## config.mk

```make
export PLATFORM = sky130hd
export DESIGN_NAME = pmc_top
export DESIGN_NICKNAME = d
export VERILOG_FILES = /design/src/pmc_pkg.sv /design/src/pmc_top.sv
export VERILOG_INCLUDE_DIRS = /design/src /design/src/src
export SDC_FILE = /design/constraint.sdc
export NUM_CORES = 1
export LEC_CHECK = 0
export ABC_AREA = 1
export BUFFER_PORTS_ARGS = -buffer_cell sky130_fd_sc_hd__buf_2
export CORE_ASPECT_RATIO = 1.75
export CORE_MARGIN = 2
export CORE_UTILIZATION = 47
export CTS_CLUSTER_DIAMETER = 60
export CTS_CLUSTER_SIZE = 28
export DETAILED_ROUTE_END_ITERATION = 8
export PLACE_DENSITY = 0.77
export SLEW_MARGIN = 20
export SYNTH_ARGS = -nofsm -noshare
export SYNTH_HDL_FRONTEND = slang
export SYNTH_SLANG_ARGS = --single-unit
```

## constraint.sdc

```tcl
create_clock -name aclk -period 1.8 [get_ports aclk]
set_input_delay 0.18 -clock aclk [delete_from_list [all_inputs] [get_ports aclk]]
set_output_delay 0.18 -clock aclk [all_outputs]
set_load 0.1 [all_outputs]
```

## src/pmc_defs.svh

```systemverilog
`ifndef PMC_DEFS_SVH
`define PMC_DEFS_SVH

// Register byte offsets.
`define PMC_OSC_CTRL_OFS   8'h00
`define PMC_SEC_CTRL_OFS   8'h04
`define PMC_CFG_OFS        8'h08
`define PMC_STATUS_OFS     8'h0C

// Oscillator control register fields.
`define PMC_GATE_BIT       7
`define PMC_PRI_FLAG_BIT   3
`define PMC_INT_FLAG_BIT   2
`define PMC_SEL_MSB        1
`define PMC_SEL_LSB        0

// Secondary control fields.
`define PMC_SEC_FLAG_BIT   6
`define PMC_SEC_EN_BIT     3

// Configuration register fields.
`define PMC_INT_PRI_BIT    0
`define PMC_TWO_SPEED_BIT  1
`define PMC_FREQ_MSB       6
`define PMC_FREQ_LSB       4

// Reset values of the writable fields.
`define PMC_SEL_RST        2'h0
`define PMC_FREQ_RST       3'h0

// Eight edges of the new source.
`define PMC_SYNC_EDGES     10'h008

// Wake delay and clock rate.
`define PMC_WAKE_DLY_US    10
`define PMC_CLK_MHZ        100
`define PMC_WAKE_CYC       (`PMC_WAKE_DLY_US * `PMC_CLK_MHZ)

// AXI responses.
`define PMC_RESP_OKAY      2'h0
`define PMC_RESP_SLVERR    2'h2

`endif

```

## src/pmc_pkg.sv

```systemverilog
package pmc_pkg;

    // Sequencer states, Gray coded along the usual path.
    typedef enum logic [2:0] {
        PMC_ST_RUN     = 3'h0,
        PMC_ST_SWITCH  = 3'h1,
        PMC_ST_PM      = 3'h3,
        PMC_ST_WAKE    = 3'h2,
        PMC_ST_WAITPRI = 3'h6,
        PMC_ST_BACK    = 3'h7,
        PMC_ST_SLEEP   = 3'h5
    } pmc_state_t;

    // System clock source.
    typedef enum logic [1:0] {
        PMC_SRC_PRI  = 2'h0,
        PMC_SRC_SEC  = 2'h1,
        PMC_SRC_INT  = 2'h2,
        PMC_SRC_NONE = 2'h3
    } pmc_src_t;

    // Oscillator-side inputs; ticks are one-cycle pulses per source edge.
    typedef struct packed {
        logic pri_ready;
        logic pri_tick;
        logic sec_running;
        logic sec_tick;
        logic int_stable;
        logic int_tick;
    } pmc_osc_in_t;

    // Clock control outputs.
    typedef struct packed {
        logic     cpu_clk_en;
        logic     periph_clk_en;
        pmc_src_t clk_sel;
        logic     primary_osc_en;
    } pmc_clk_out_t;

    // Clock-status flags.
    typedef struct packed {
        logic pri;
        logic intl;
        logic sec;
    } pmc_flags_t;

endpackage : pmc_pkg

```

## src/pmc_top.sv

```systemverilog
// Functional notes
// Writing the source select never changes the running clock by itself.
// Mode entry stops clocks, counts eight new-source edges, then resumes. The code does so only when the source changes.
// Three flags show primary, stable internal or secondary as system clock.
// All flags clear means slow internal clock or fast one not yet stable.
// Internal-as-primary lets primary and internal flags both be set.
// Each mode entry uses the gate and select bits current at that moment.
// Watchdog expiry wakes from idle or sleep; in run modes it resets. The code resets only in PMC_ST_PM and ignores it in PMC_ST_RUN.
// A mode entry that changes the source performs a clock switch.
// Idle wake runs on the current source, then switches to primary when ready.
// Wake-up sequences never modify the gate bit or source select.
// Gate and select all zero make a mode entry enter sleep; reset value.
// Sleep entry shuts the primary oscillator and clears the primary flag.
// Sleep wake holds clocks until primary ready, unless two-speed start.
// Gate bit stops the CPU clock; peripherals keep the selected source.
// Idle exits only by interrupt, watchdog time-out or reset.
// After an idle wake the CPU waits about ten microseconds.
// Primary idle keeps primary clock and flag; CPU wakes on primary.
// Secondary idle switches to secondary, stops primary, updates flags.
// Secondary selected while its enable is clear: mode entry ignored.
// Secondary enabled but not oscillating: clocks wait for its edges.
// Secondary idle wake runs on secondary, then returns to primary.
// Upper select bit chooses internal; 01 secondary; 00 primary.
// Flags change only once the clock switch has completed.
//
// Register access over AXI4-Lite and the placing of the registers were decided locally.
`timescale 1ns/1ps
`default_nettype none
`include "pmc_defs.svh"

module pmc_top (
    input  wire logic                 aclk, // System clock, 100 MHz.
    input  wire logic                 aresetn, // Synchronous reset, active low.
    input  wire logic [7:0]           s_axi_awaddr, // Write address.
    input  wire logic                 s_axi_awvalid, // Write address valid.
    output logic                      s_axi_awready, // Write address ready.
    input  wire logic [31:0]          s_axi_wdata, // Write data.
    input  wire logic [3:0]           s_axi_wstrb, // Write byte strobes.
    input  wire logic                 s_axi_wvalid, // Write data valid.
    output logic                      s_axi_wready, // Write data ready.
    output logic [1:0]                s_axi_bresp, // Write response.
    output logic                      s_axi_bvalid, // Write response valid.
    input  wire logic                 s_axi_bready, // Write response ready.
    input  wire logic [7:0]           s_axi_araddr, // Read address.
    input  wire logic                 s_axi_arvalid, // Read address valid.
    output logic                      s_axi_arready, // Read address ready.
    output logic [31:0]               s_axi_rdata, // Read data.
    output logic [1:0]                s_axi_rresp, // Read response.
    output logic                      s_axi_rvalid, // Read data valid.
    input  wire logic                 s_axi_rready, // Read data ready.
    input  wire logic                 mode_entry, // Mode-entry instruction pulse.
    input  wire logic                 irq_wake, // Interrupt wake request.
    input  wire logic                 wdt_expire, // Watchdog time-out pulse.
    input  wire pmc_pkg::pmc_osc_in_t osc_in, // Oscillator status and edges.
    output pmc_pkg::pmc_clk_out_t     clk_out, // Clock gating and select.
    output logic                      wdt_reset // Watchdog reset pulse.
);
    import pmc_pkg::*;

    // Whole module state in one record.
    typedef struct packed {
        pmc_state_t   state;
        pmc_src_t     tgt_src;
        logic         tgt_gate;
        logic [9:0]   cnt;
        pmc_clk_out_t clk;
        pmc_flags_t   flags;
        logic         wdt_rst;
        logic         gate_r;
        logic [1:0]   sel_r;
        logic         sec_en_r;
        logic         int_pri_r;
        logic         two_speed_r;
        logic [2:0]   freq_r;
        logic         aw_held;
        logic [7:0]   aw_addr;
        logic         w_held;
        logic [31:0]  w_data;
        logic [3:0]   w_strb;
        logic         bvalid;
        logic [1:0]   bresp;
        logic         rvalid;
        logic [31:0]  rdata;
        logic [1:0]   rresp;
    } pmc_regs_t;

    pmc_regs_t s_reg;
    pmc_regs_t s_next;

    // Source from the select field;
    // the upper bit overrides the lower.
    function automatic pmc_src_t sel_to_src(input logic [1:0] sel);
        if (sel[1]) begin
            sel_to_src = PMC_SRC_INT;
        end else if (sel[0]) begin
            sel_to_src = PMC_SRC_SEC;
        end else begin
            sel_to_src = PMC_SRC_PRI;
        end
    endfunction : sel_to_src

    // Edge of a source; a stopped secondary gives none,
    // so the clocks stay off until it starts.
    function automatic logic src_tick(input pmc_src_t src, input pmc_osc_in_t o);
        case (src)
            PMC_SRC_PRI: src_tick = o.pri_tick;
            PMC_SRC_SEC: src_tick = o.sec_tick & o.sec_running;
            PMC_SRC_INT: src_tick = o.int_tick;
            default:     src_tick = 1'b0;
        endcase
    endfunction : src_tick

    // Flags as a function of the source actually driving the system.
    function automatic pmc_flags_t flags_for(input pmc_src_t src,
        input pmc_regs_t r,
        input logic int_stable);
        logic int_on;
        int_on = int_stable & (r.freq_r != `PMC_FREQ_RST);
        flags_for.pri  = (src == PMC_SRC_PRI);
        flags_for.sec  = (src == PMC_SRC_SEC);
        flags_for.intl = int_on & ((src == PMC_SRC_INT) |
                         ((src == PMC_SRC_PRI) & r.int_pri_r));
    endfunction : flags_for

    // Register read mux; unmapped addresses flag a slave error.
    function automatic logic [32:0] reg_read(input logic [7:0] addr, input pmc_regs_t r);
        reg_read = 33'h0_0000_0000;
        case (addr)
            `PMC_OSC_CTRL_OFS: begin
                reg_read[`PMC_GATE_BIT] = r.gate_r;
                reg_read[`PMC_PRI_FLAG_BIT] = r.flags.pri;
                reg_read[`PMC_INT_FLAG_BIT] = r.flags.intl;
                reg_read[`PMC_SEL_MSB:`PMC_SEL_LSB] = r.sel_r;
            end
            `PMC_SEC_CTRL_OFS: begin
                reg_read[`PMC_SEC_FLAG_BIT] = r.flags.sec;
                reg_read[`PMC_SEC_EN_BIT] = r.sec_en_r;
            end
            `PMC_CFG_OFS: begin
                reg_read[`PMC_INT_PRI_BIT] = r.int_pri_r;
                reg_read[`PMC_TWO_SPEED_BIT] = r.two_speed_r;
                reg_read[`PMC_FREQ_MSB:`PMC_FREQ_LSB] = r.freq_r;
            end
            `PMC_STATUS_OFS: begin
                reg_read[7:0] = {r.clk.cpu_clk_en, r.clk.periph_clk_en,
                                 r.clk.primary_osc_en, r.clk.clk_sel, r.state};
            end
            default: reg_read[32] = 1'b1;
        endcase
    endfunction : reg_read

    // Next state: bus slave, registers and sequencer.
    always_comb begin
        pmc_src_t   tgt;
        logic       do_write;
        logic       wake;
        logic [32:0] rd;
        s_next   = s_reg;
        tgt      = sel_to_src(s_reg.sel_r);
        wake     = irq_wake | wdt_expire;
        rd       = reg_read(s_axi_araddr, s_reg);
        do_write = s_reg.aw_held & s_reg.w_held & ~s_reg.bvalid;
        s_next.wdt_rst = 1'b0;

        // Address and data are taken in either order.
        if (s_axi_awvalid && s_axi_awready) begin
            s_next.aw_held = 1'b1;
            s_next.aw_addr = s_axi_awaddr;
        end
        if (s_axi_wvalid && s_axi_wready) begin
            s_next.w_held = 1'b1;
            s_next.w_data = s_axi_wdata;
            s_next.w_strb = s_axi_wstrb;
        end
        if (do_write) begin
            s_next.aw_held = 1'b0;
            s_next.w_held  = 1'b0;
            s_next.bvalid  = 1'b1;
            s_next.bresp   = `PMC_RESP_OKAY;
            // Stored only; the sequencer samples these at mode entry.
            if (s_reg.w_strb[0]) begin
                case (s_reg.aw_addr)
                    `PMC_OSC_CTRL_OFS: begin
                        s_next.gate_r = s_reg.w_data[`PMC_GATE_BIT];
                        s_next.sel_r  = s_reg.w_data[`PMC_SEL_MSB:`PMC_SEL_LSB];
                    end
                    `PMC_SEC_CTRL_OFS: s_next.sec_en_r = s_reg.w_data[`PMC_SEC_EN_BIT];
                    `PMC_CFG_OFS: begin
                        s_next.int_pri_r   = s_reg.w_data[`PMC_INT_PRI_BIT];
                        s_next.two_speed_r = s_reg.w_data[`PMC_TWO_SPEED_BIT];
                        s_next.freq_r      = s_reg.w_data[`PMC_FREQ_MSB:`PMC_FREQ_LSB];
                    end
                    default: s_next.bresp = `PMC_RESP_SLVERR;
                endcase
            end else if (s_reg.aw_addr > `PMC_STATUS_OFS || s_reg.aw_addr[1:0] != 2'h0) begin
                s_next.bresp = `PMC_RESP_SLVERR;
            end
        end
        if (s_reg.bvalid && s_axi_bready) begin
            s_next.bvalid = 1'b0;
        end
        if (s_axi_arvalid && s_axi_arready) begin
            s_next.rvalid = 1'b1;
            s_next.rdata  = rd[31:0];
            s_next.rresp  = rd[32] ? `PMC_RESP_SLVERR : `PMC_RESP_OKAY;
        end else if (s_reg.rvalid && s_axi_rready) begin
            s_next.rvalid = 1'b0;
        end

        // Mode sequencer.
        case (s_reg.state)
            PMC_ST_RUN, PMC_ST_PM: begin
                if (s_reg.state == PMC_ST_PM && s_reg.tgt_gate) begin
                    // CPU is halted, so only wake events leave idle.
                    if (wake) begin
                        s_next.state = PMC_ST_WAKE;
                        s_next.cnt = 10'h000;
                        s_next.clk.primary_osc_en = 1'b1;
                    end
                end else if (s_reg.state == PMC_ST_PM && wdt_expire) begin
                    s_next.wdt_rst = 1'b1;
                end else if (mode_entry) begin
                    // Bits sampled as they stand now, every time.
                    if (!s_reg.gate_r && s_reg.sel_r == `PMC_SEL_RST) begin
                        s_next.state = PMC_ST_SLEEP;
                        s_next.clk.clk_sel = PMC_SRC_NONE;
                        s_next.clk.cpu_clk_en = 1'b0;
                        s_next.clk.periph_clk_en = 1'b0;
                        s_next.clk.primary_osc_en = 1'b0;
                    end else if (tgt == PMC_SRC_SEC && !s_reg.sec_en_r) begin
                        s_next.state = s_reg.state;
                    end else begin
                        s_next.tgt_src  = tgt;
                        s_next.tgt_gate = s_reg.gate_r;
                        if (tgt == s_reg.clk.clk_sel) begin
                            // Same source: only the CPU gate changes.
                            s_next.state          = PMC_ST_PM;
                            s_next.clk.cpu_clk_en = ~s_reg.gate_r;
                        end else begin
                            s_next.state = PMC_ST_SWITCH;
                            s_next.cnt = 10'h000;
                            s_next.clk.cpu_clk_en = 1'b0;
                            s_next.clk.periph_clk_en = 1'b0;
                        end
                    end
                end else if (s_reg.state == PMC_ST_PM && irq_wake) begin
                    // Run mode woken: back to the primary.
                    s_next.state = PMC_ST_WAITPRI;
                    s_next.clk.primary_osc_en = 1'b1;
                end
            end
            PMC_ST_SWITCH: begin
                if (src_tick(s_reg.tgt_src, osc_in)) begin
                    if (s_reg.cnt == `PMC_SYNC_EDGES - 10'h001) begin
                        s_next.state = PMC_ST_PM;
                        s_next.clk.clk_sel = s_reg.tgt_src;
                        s_next.clk.periph_clk_en = 1'b1;
                        s_next.clk.cpu_clk_en = ~s_reg.tgt_gate;
                        s_next.clk.primary_osc_en = (s_reg.tgt_src == PMC_SRC_PRI);
                    end else begin
                        s_next.cnt = s_reg.cnt + 10'h001;
                    end
                end
            end
            PMC_ST_WAKE: begin
                // CPU start waits while peripherals keep running.
                if (s_reg.cnt == 10'(`PMC_WAKE_CYC - 1)) begin
                    s_next.clk.cpu_clk_en = 1'b1;
                    s_next.tgt_gate       = 1'b0;
                    // Primary idle wakes straight into primary run.
                    s_next.state = (s_reg.clk.clk_sel == PMC_SRC_PRI) ?
                                   PMC_ST_RUN : PMC_ST_WAITPRI;
                end else begin
                    s_next.cnt = s_reg.cnt + 10'h001;
                end
            end
            PMC_ST_WAITPRI: begin
                if (osc_in.pri_ready) begin
                    if (s_reg.clk.clk_sel == PMC_SRC_NONE) begin
                        // Clocks held off during the wait; start on primary.
                        s_next.state = PMC_ST_RUN;
                        s_next.clk.clk_sel = PMC_SRC_PRI;
                        s_next.clk.periph_clk_en = 1'b1;
                        s_next.clk.cpu_clk_en = 1'b1;
                    end else begin
                        s_next.state = PMC_ST_BACK;
                        s_next.cnt = 10'h000;
                        s_next.clk.periph_clk_en = 1'b0;
                        s_next.clk.cpu_clk_en = 1'b0;
                    end
                end
            end
            PMC_ST_BACK: begin
                if (osc_in.pri_tick) begin
                    if (s_reg.cnt == `PMC_SYNC_EDGES - 10'h001) begin
                        // The secondary is left running.
                        s_next.state = PMC_ST_RUN;
                        s_next.clk.clk_sel = PMC_SRC_PRI;
                        s_next.clk.periph_clk_en = 1'b1;
                        s_next.clk.cpu_clk_en = 1'b1;
                    end else begin
                        s_next.cnt = s_reg.cnt + 10'h001;
                    end
                end
            end
            PMC_ST_SLEEP: begin
                if (wake) begin
                    s_next.state = PMC_ST_WAITPRI;
                    s_next.clk.primary_osc_en = 1'b1;
                    if (s_reg.two_speed_r) begin
                        // Run from the internal block while the primary starts.
                        s_next.clk.clk_sel = PMC_SRC_INT;
                        s_next.clk.periph_clk_en = 1'b1;
                        s_next.clk.cpu_clk_en = 1'b1;
                    end
                end
            end
            default: s_next.state = PMC_ST_RUN;
        endcase

        // Flags hold during a switch, so they never
        // claim a source not yet clocking.
        if (s_next.state != PMC_ST_SWITCH && s_next.state != PMC_ST_BACK) begin
            s_next.flags = flags_for(s_next.clk.clk_sel, s_reg, osc_in.int_stable);
        end
    end

    // State register; only the bus touches gate and select.
    always_ff @(posedge aclk) begin
        if (!aresetn) begin
            s_reg <= '0;
            s_reg.state <= PMC_ST_RUN;
            s_reg.clk.clk_sel <= PMC_SRC_PRI;
            s_reg.clk.cpu_clk_en <= 1'b1;
            s_reg.clk.periph_clk_en <= 1'b1;
            s_reg.clk.primary_osc_en <= 1'b1;
            s_reg.flags.pri <= 1'b1;
            s_reg.sel_r <= `PMC_SEL_RST;
            s_reg.freq_r <= `PMC_FREQ_RST;
        end else begin
            s_reg <= s_next;
        end
    end

    // Bus handshakes: one outstanding write and one read at a time.
    assign s_axi_awready = ~s_reg.aw_held & ~s_reg.bvalid;
    assign s_axi_wready  = ~s_reg.w_held & ~s_reg.bvalid;
    assign s_axi_bvalid  = s_reg.bvalid;
    assign s_axi_bresp   = s_reg.bresp;
    assign s_axi_arready = ~s_reg.rvalid;
    assign s_axi_rvalid  = s_reg.rvalid;
    assign s_axi_rdata   = s_reg.rdata;
    assign s_axi_rresp   = s_reg.rresp;

    // Clock controls straight from flops.
    assign clk_out   = s_reg.clk;
    assign wdt_reset = s_reg.wdt_rst;

endmodule : pmc_top
`default_nettype wire

```

; Word-level counts from Yosys, hierarchy flattened
; Cells that the tools add are included.
[word_totals]
output_inout_bits = 47
regBits = 67
[classes]
n_reduce_logical = 44
muxes = 70
bitwise_logic = 22
addsub = 1
n_eq_ne = 47
order_cmp = 1
[ops]
columns = cell, n
row1 = 10-bit two-way mux, 6
row2 = 10-bit one-hot mux with 5 select lines, 1
row3 = 3-bit two-way mux, 16
row4 = 15-bit two-way mux, 2
row5 = 14-bit two-way mux, 2
row6 = "2-bit inequality test, second input constant", 14
row7 = "3-bit inequality test, second input constant", 9
row8 = 13-bit AND reduction, 2
row9 = "8-bit by 4-bit == test with 1-bit output, second input constant", 3
row10 = 21-bit two-way mux, 1
row11 = 2-bit two-way mux, 9
row12 = 3-bit one-hot mux with 6 select lines, 1
row13 = 17-bit two-way mux, 1
row14 = "8-bit by 3-bit == test with 1-bit output, second input constant", 2
row15 = 8-bit logical NOT, 2
row16 = 3-bit one-hot mux with 5 select lines, 1
row17 = 1-bit two-way mux, 14
row18 = 13-bit two-way mux, 1
row19 = 4-bit two-way mux, 3
row20 = 1-bit inverter, 12
row21 = 1-bit one-hot mux with 3 select lines, 4
row22 = 12-bit AND reduction, 1
row23 = 1-bit logical AND, 11
row24 = "10-bit by 1-bit adder with 10-bit output, second input constant", 1
row25 = other kinds (34), 66

; Depth between registers and ports, before layout
; Gate-level depths: netlist (run 1).
[depth]
word_depth = 14
depth_mapped = 16
mapped_depth_nobuf = 16

; Least setup slack after synthesis (run 1)
; No wires, ideal clock.
[synth_timing]
kind = register to register
startpoint = register s_reg (netlist bit s_axi_bvalid)
endpoint = register s_reg[81] (netlist bit)
arrival_ps = 2949
setup_ps = 65
setup_slack_ps = -1214
required_ps = 1735
path_stages_with_launch = 6
synth_period_minus_slack_ps = 3014
cell_sequence = dfxtp_1 -> nor2_1 -> nand2_1 -> inv_1 -> nor2_1 -> nor2_1
[synth_via]
elab_chain_len = 3
[synth_lines]
columns = item, line
row1 = "start, declared", pmc_top.sv:87  ; pmc_regs_t s_reg;
row2 = "start signal, assigned", pmc_top.sv:341  ; s_reg <= s_next;
row3 = 1-bit inverter, pmc_top.sv:346  ; assign s_axi_awready = ~s_reg.aw_held & ~s_reg.bvalid;
row4 = 1-bit bitwise AND, pmc_top.sv:346
row5 = named net s_axi_awready, pmc_top.sv:36  ; output logic s_axi_awready,
row6 = 1-bit logical AND, pmc_top.sv:166  ; if (s_axi_awvalid && s_axi_awready) begin
; The timed path passes the listed nets, and every way through them passes these cells.
; A chain may end at the register's enable or synchronous reset.

; Worst setup path in the final report (run 1)
[layout_timing]
startpoint = register s_reg[116] (netlist bit)
endpoint = register s_reg[102] (netlist bit)
[layout_via]
elab_chain_len = 4
[layout_lines]
columns = item, line
row1 = 3-bit by 2-bit == test with 1-bit output / 3-bit logical NOT (equally long branches), "pmc_top.sv:211, pmc_top.sv:213, pmc_top.sv:220"
row2 = "2-bit OR reduction, or another cell as far along", pmc_top.sv:211  ; case (s_reg.state)
row3 = "3-bit inequality test (no line), or another cell as far along", --
row4 = 12-bit AND reduction (no line) / 10-bit one-hot mux with 5 select lines (equally long branches), --
; Several ways; a longest one is shown, not always the timed one.

==> metrics.txt, run 1 <==
CP startpoint=s_reg[116]; Setup crit start kind=flop; crit path setup slack, layout=-0.0751 ns; CTS max path bufs=2; Final Skew=approximately 0.0074 ns; status=complete, but fails checks; DR iter-0 viols=293; Static Leak=0.00276 uW; num ports=115; share of layout cells above drive strength 1=0.373; initial core utilization=0.485; Max IR drop VDD=about 1.0 mV; flops & latches, synth=64; ys flop type=dfxtp_1; Root Buffer=clkbuf_16; H-tree depth=3; most frequent CP cell=nand2_1; vias in the first global route=4306; area leader, netlist=dfxtp_1; top-count cell post-synth=nand2_1; Hold Crit Start=s_axi_bready; syn_area_per_cell=~6.3 um2; Cell variety after synth=36; Hold Path Class=in -> reg; overall power=8010 uW; yosys warns=0; IO buf count=60; Worst-Skew Late Latency=0.34 ns; number of flip-flops in the largest register=46; Crit path largest cell delay=0.33 ns; CTS Sinks=64; Pwr Density=1430 nW/um2; Post-CTS Hold Buffers=0; DR vias/cell=5.38; setup TNS=-0.184 ns; RSZ-0062 raised after global routing=true; top cells by count, synth=123 x nand2_1, 101 x nor2_1, 79 x inv_1; largest net degree at the start of global routing=25; via count=4604; Crit Reg-Reg Startpoint=s_reg[116]; synth top area cells=dfxtp_1 33%, nand2_1 12%, nor2_1 9.9%; Critical Path RT=roughly 2.1 ns; crit end category=flop; Site Rows=43; CTS clk-pin slew, worst paths=0.06 ns; TritonCTS Buffers=9; crit path time final=1.88 ns; grt ovf=0; Post-Route WL=13200 um; sequential share of the synthesized area=0.334; GP Congestion=around 1; slowest cell on the critical path=dfxtp_2; WP data arrival=2.14 ns; 1st-pass router iterations=5; Setup violations, final=6; Synth Cell Area=3840 um2; crit-path cells=inv_1 -> nand2_1 -> nor2_1 -> buf_4 -> nand4_1 -> buf_4 -> nand2_4 -> nor2_4 -> nand2_4 -> clkinvlp_4 -> nand2_1 -> nand2_1 -> a21oi_2; Post-Synthesis Cells=607; first-pass GRT wire length=approximately 20000 um; CTS tree=built; core area=7910 um2; hpwl dp=9510 um; maximum fanout along the worst path=6; Final Max Tran Viols=0; FFs w/ async S/R, synth=0; Die ar.=between 8000 and 9000 um2; critical path class=reg -> reg; Post-DRT Antenna Nets=0; number of flops mapped to enable cells by yosys=0; top cell type's share of synthesized area=0.334; initial antenna violation count=0; Layout area overhead=45.9%; die height=124 um; max frequency=533 MHz; GRT Overall Usage=0.290; final period utilization=1.04; # Max-Cap Violations=0; fin nets=829; ant diodes=0; Routed WL per cell=15.4 um; failing checks=negative setup slack; Die Width=slightly above 70 um; Hold Vio Cnt, Final=0; # DRC=0
## critical path, delay by kind of cell, from the launching register on
kind | cells | cell delay [ns]
AO/OA/AOI/OAI | 1 | 0.12
AND/OR/NAND/NOR | 8 | 0.74
buffers and inverters | 4 | 0.60
flip-flops | 1 | 0.33
## area by class of cell
cell class,count,area (um2)
tap,90,113
fill,640,2310
sequential,64,1300
clock buffer,10,250
inverter,81,315
timing repair inverter,1,7.51
timing repair buffer,168,1130
multi-input combinational,435,2410
clock inverter,6,72.6
## through the flow
step                      instance area (um2)  cells  setup WS [ns]  hold slack, ns  utilization
final                                    5600    855        -0.0751          0.0192        0.708
after global routing                     5600    855         -0.172          0.0211        0.708
after floorplan                          3990    632        -0.0657           0.269            -
after detailed placement                 4760    827         -0.211           0.366        0.602
after global placement                   4760    827         -0.207           0.355        0.602
after CTS                                5350    849        -0.0189          0.0141        0.676
## placed cells by master, fill, tap and decap left out, drive strengths merged
cell and n:
o221a 1, clkinv 2, o22ai 2, nand2 124, o211ai 5, nor2 101, nand4 13, clkbuf 10
nor4 5, conb 26, o21ai 46, bufinv 1, a211oi 5, nor3 9, nand3 42, nor3b 1
buf 168, o2111ai 2, a21oi 36, o21a 2, o21bai 1, or2 1, o221ai 3, a31o 1
a21boi 1, ha 1, xor2 2, dfxtp 64, a31oi 5, clkinvlp 3, inv 82
## layer usage
layer	part of all wire	GRT usage
met4	0.071	0.202
met2	0.53	0.545
met5	0	0
met1	0.34	0.272
met3	0.055	0.0562
## power breakdown
| group | internal [uW] | switching [uW] |
|---|---|---|
| Clock | 1170 | 719 |
| Combinational | 1590 | 2750 |
| Sequential | 1610 | 165 |
## final timing paths
check                                     to  cells past startpoint  slack (ns)
worst max-delay path              s_reg[102]                     13       -0.08
worst min-delay path            s_axi_bvalid                      2        0.02
worst max register to register    s_reg[102]                     13       -0.08
worst min register to register     s_reg[47]                      2        0.45
## kinds of logic after synthesis
| kind of cell | Yosys count | synth area share |
|---|---|---|
| and+or+nand+nor | 296 | 0.321 |
| buffers and inverters | 133 | 0.172 |
| AOI/OAI and AO/OA | 110 | 0.164 |
| DFF | 64 | 0.334 |
| xor gates and xnor gates | 2 | 0.00456 |
| adders and majority gates | 1 | 0.00326 |
| other | 1 | 0.000977 |
## repair_timing
action | CTS | global route
endpoints found under the setup margin | 17 | 24
pin swaps | 20 | 19
setup buffers | 5 | 6
gates cloned | 1 | 0
resized for setup | 69 | 54
Note: power is estimated with default switching activity, not from simulation.
==> run 2, diff against run 1 <==
- CORE_UTILIZATION: 47 -> 56
- PLACE_DENSITY: 0.77 -> 0.86
- clock period: 1.8 -> 2.4 ns (I/O delays scaled with it)
==> metrics.txt, run 2 (synthesis gave the netlist of run 1 again) <==
worst rel slew slack=0.420; Post-DRT Antenna Nets=0 (unchanged); Setup crit start kind=flop (unchanged); first-pass GRT wire length=16900 um (was 19700 um); CP delay by family, top=simple AND/OR/NAND/NOR gates (unchanged); worst path bufs/invs=2 (was 4); Crit path depth=14 (was 13); Reg-to-Reg End=s_reg[94] (was s_reg[102]); Layout area overhead=14.4% (was 45.9%); # Max-Cap Violations=0 (unchanged); crit-path cells=ha_1 -> nand2_1 -> nor2_1 -> inv_1 -> nor2_1 -> nand3_1 -> nand2_1 -> inv_1 -> nand3_1 -> nand2_1 -> nand3_1 -> nand2_1 -> nand2_1 -> nor2_1 (was inv_1 -> nand2_1 -> nor2_1 -> buf_4 -> nand4_1 -> buf_4 -> nand2_4 -> nor2_4 -> nand2_4 -> clkinvlp_4 -> nand2_1 -> nand2_1 -> a21oi_2); Die ar.=7560 um2 (was 8930 um2); share of layout cells above drive strength 1=0.151 (was 0.373); overall power=4900 uW (was 8010 uW); slowest cell on the critical path=dfxtp_1 (was dfxtp_2); Pwr Density=1120 nW/um2 (was 1430 nW/um2); die height=114 um (was 124 um); CTS tree=built (unchanged); commonest cells after routing, fill and taps aside=123 x nand2_1, 99 x nor2_1, 77 x inv_1 (was 102 x buf_4, 95 x nand2_1, 77 x nor2_1); RSZ-0062 raised after global routing=false (was true); Root Buffer=clkbuf_16 (unchanged); Least-Margin Pin Slew=around 0.87 ns; R2R setup slack=0.25 ns (was -0.08 ns); GP Congestion=1.02 (was 1.00); maximum fanout along the worst path=6 (unchanged); last element of the critical path=s_reg[94] (was s_reg[102]); # DRC=0 (unchanged); final period utilization=0.895 (was 1.04); Setup violations, final=0 (was 6); Critical Path RT=2.63 ns (was 2.07 ns); Worst-Skew Late Latency=0.34 ns (about the same); Final Max Tran Viols=0 (unchanged); number of flip-flops in the largest register=46 (unchanged); IO buf count=60 (unchanged); Fill cells=640 (unchanged); Static Leak=0.00213 uW (was 0.00276 uW); WP data arrival=2.38 ns (was 2.14 ns); Crit Reg-Reg Startpoint=s_reg[102] (was s_reg[116]); Post-Route WL=10600 um (was 13200 um); initial antenna violation count=0 (unchanged); GRT Overall Usage=0.293 (was 0.290); hpwl dp=8170 um (was 9510 um); met1 usage=0.287 (was 0.272); Max IR drop VDD=0.587 mV (was 1.02 mV); setup TNS=0 ns (was -0.184 ns); status=complete, no violations (was complete, but fails checks); Routed WL per cell=14.2 um (was 15.4 um); H-tree depth=3 (unchanged); GR Util met2=0.525 (was 0.545); R2R depth=14 (was 13); num ports=115 (unchanged); initial core utilization=0.568 (was 0.485); Final Skew=0.00713 ns (was 0.00743 ns); DR iter-0 viols=405 (was 293); max frequency=465 MHz (was 533 MHz); Site Rows=40 (was 43); Hold Path Class=in -> reg (unchanged); critical path class=reg -> reg (unchanged); DR vias/cell=5.49 (was 5.38); CTS Sinks=64 (unchanged); TritonCTS Buffers=9 (unchanged); Crit path largest cell delay=0.37 ns (was 0.33 ns); 1st-pass router iterations=5 (unchanged); crit end category=flop (unchanged); Die Width=66.6 um (was 72.3 um); vias in the first global route=3814 (was 4306); Hold Crit Start=s_axi_bready (unchanged); core area=6760 um2 (was 7910 um2); largest net degree at the start of global routing=40 (was 25); CTS max path bufs=2 (unchanged); CP startpoint=s_reg[102] (was s_reg[116]); CTS clk-pin slew, worst paths=0.06 ns (about the same); Most Crowded Layer GR=met2 (unchanged); Post-CTS Hold Buffers=0 (unchanged); fin nets=728 (was 829); most frequent CP cell=nand2_1 (unchanged); GR Util met3=0.0641 (was 0.0562); via count=4107 (was 4604); crit path time final=2.15 ns (was 1.88 ns); commonest non-fill, non-tap cell in the layout=nand2_1 (was buf_4); grt ovf=0 (unchanged); Hold Vio Cnt, Final=0 (unchanged); ant diodes=0 (unchanged)
run 2: changes by cell type in the layout (fill, tap and decap cells not counted), sizes merged:
cell and change:
buf -100, bufinv +1, clkbuf -1, clkinvlp -1
run 2: power breakdown:
group	leakage, uW	switching (uW)	internal [uW]
combinational	0.00145	1590	536
sequential	0.000525	141	1200
clock	0.000157	518	919
total	0.00213	2250	2650
run 2: worst register-to-register path, delay by kind of cell, from the launching register on:
kind,cells,cell delay (ns)
DFF,1,0.37
and+or+nand+nor,11,1.31
buffers and inverters,2,0.15
adders and majority gates,1,0.23
run 2: layout make-up:
class | count | area (um2) | area share
inverter | 81 | 308 | 0.0701
clock inverter | 7 | 103 | 0.0234
tap | 84 | 105 | 0.0239
multi-input combinational | 435 | 2010 | 0.457
clock buffer | 9 | 225 | 0.0513
sequential | 64 | 1280 | 0.292
timing repair buffer | 68 | 360 | 0.0820
run 2: through the flow:
| step | worst slack (ns) | instances | utilization | instance area (um2) | hold WS [ns] |
|---|---|---|---|---|---|
| finish | 0.251 | 748 | 0.650 | 4390 | 0.0845 |
| global route | 0.0867 | 748 | 0.650 | 4390 | 0.0812 |
| CTS | 0.203 | 748 | 0.649 | 4380 | 0.0794 |
| detailed placement | 0.214 | 732 | 0.600 | 4060 | 0.434 |
| global placement | 0.246 | 732 | 0.600 | 4060 | 0.426 |
| floorplan | -0.0638 | 632 | - | 3950 | 0.339 |
run 2: repair_timing:
action | 4_1_cts | 5_1_grt
buffers inserted | 0 | 0
setup endpoints to repair | 0 | 2
resized for setup | 0 | 4
run 2: worst min path at each step:
| stage | endpoint | slack [ns] | cells after the start |
|---|---|---|---|
| 5_1_grt | s_axi_bvalid | 0.08 | 2 |
| 6_report | s_axi_bvalid | 0.08 | 2 |
| 3_5_place_dp | s_axi_bvalid | 0.43 | 2 |
| 3_3_place_gp | s_axi_bvalid | 0.43 | 2 |
| 4_1_cts | s_axi_bvalid | 0.08 | 2 |
| 2_1_floorplan | s_axi_bvalid | 0.34 | 1 |
run 2: routing by layer:
metal | vias up | wire length, um
met5 | - | 0
met4 | 0 | 549
met3 | 47 | 619
met2 | 197 | 5700
met1 | 1847 | 3720
li1 | 2016 | -
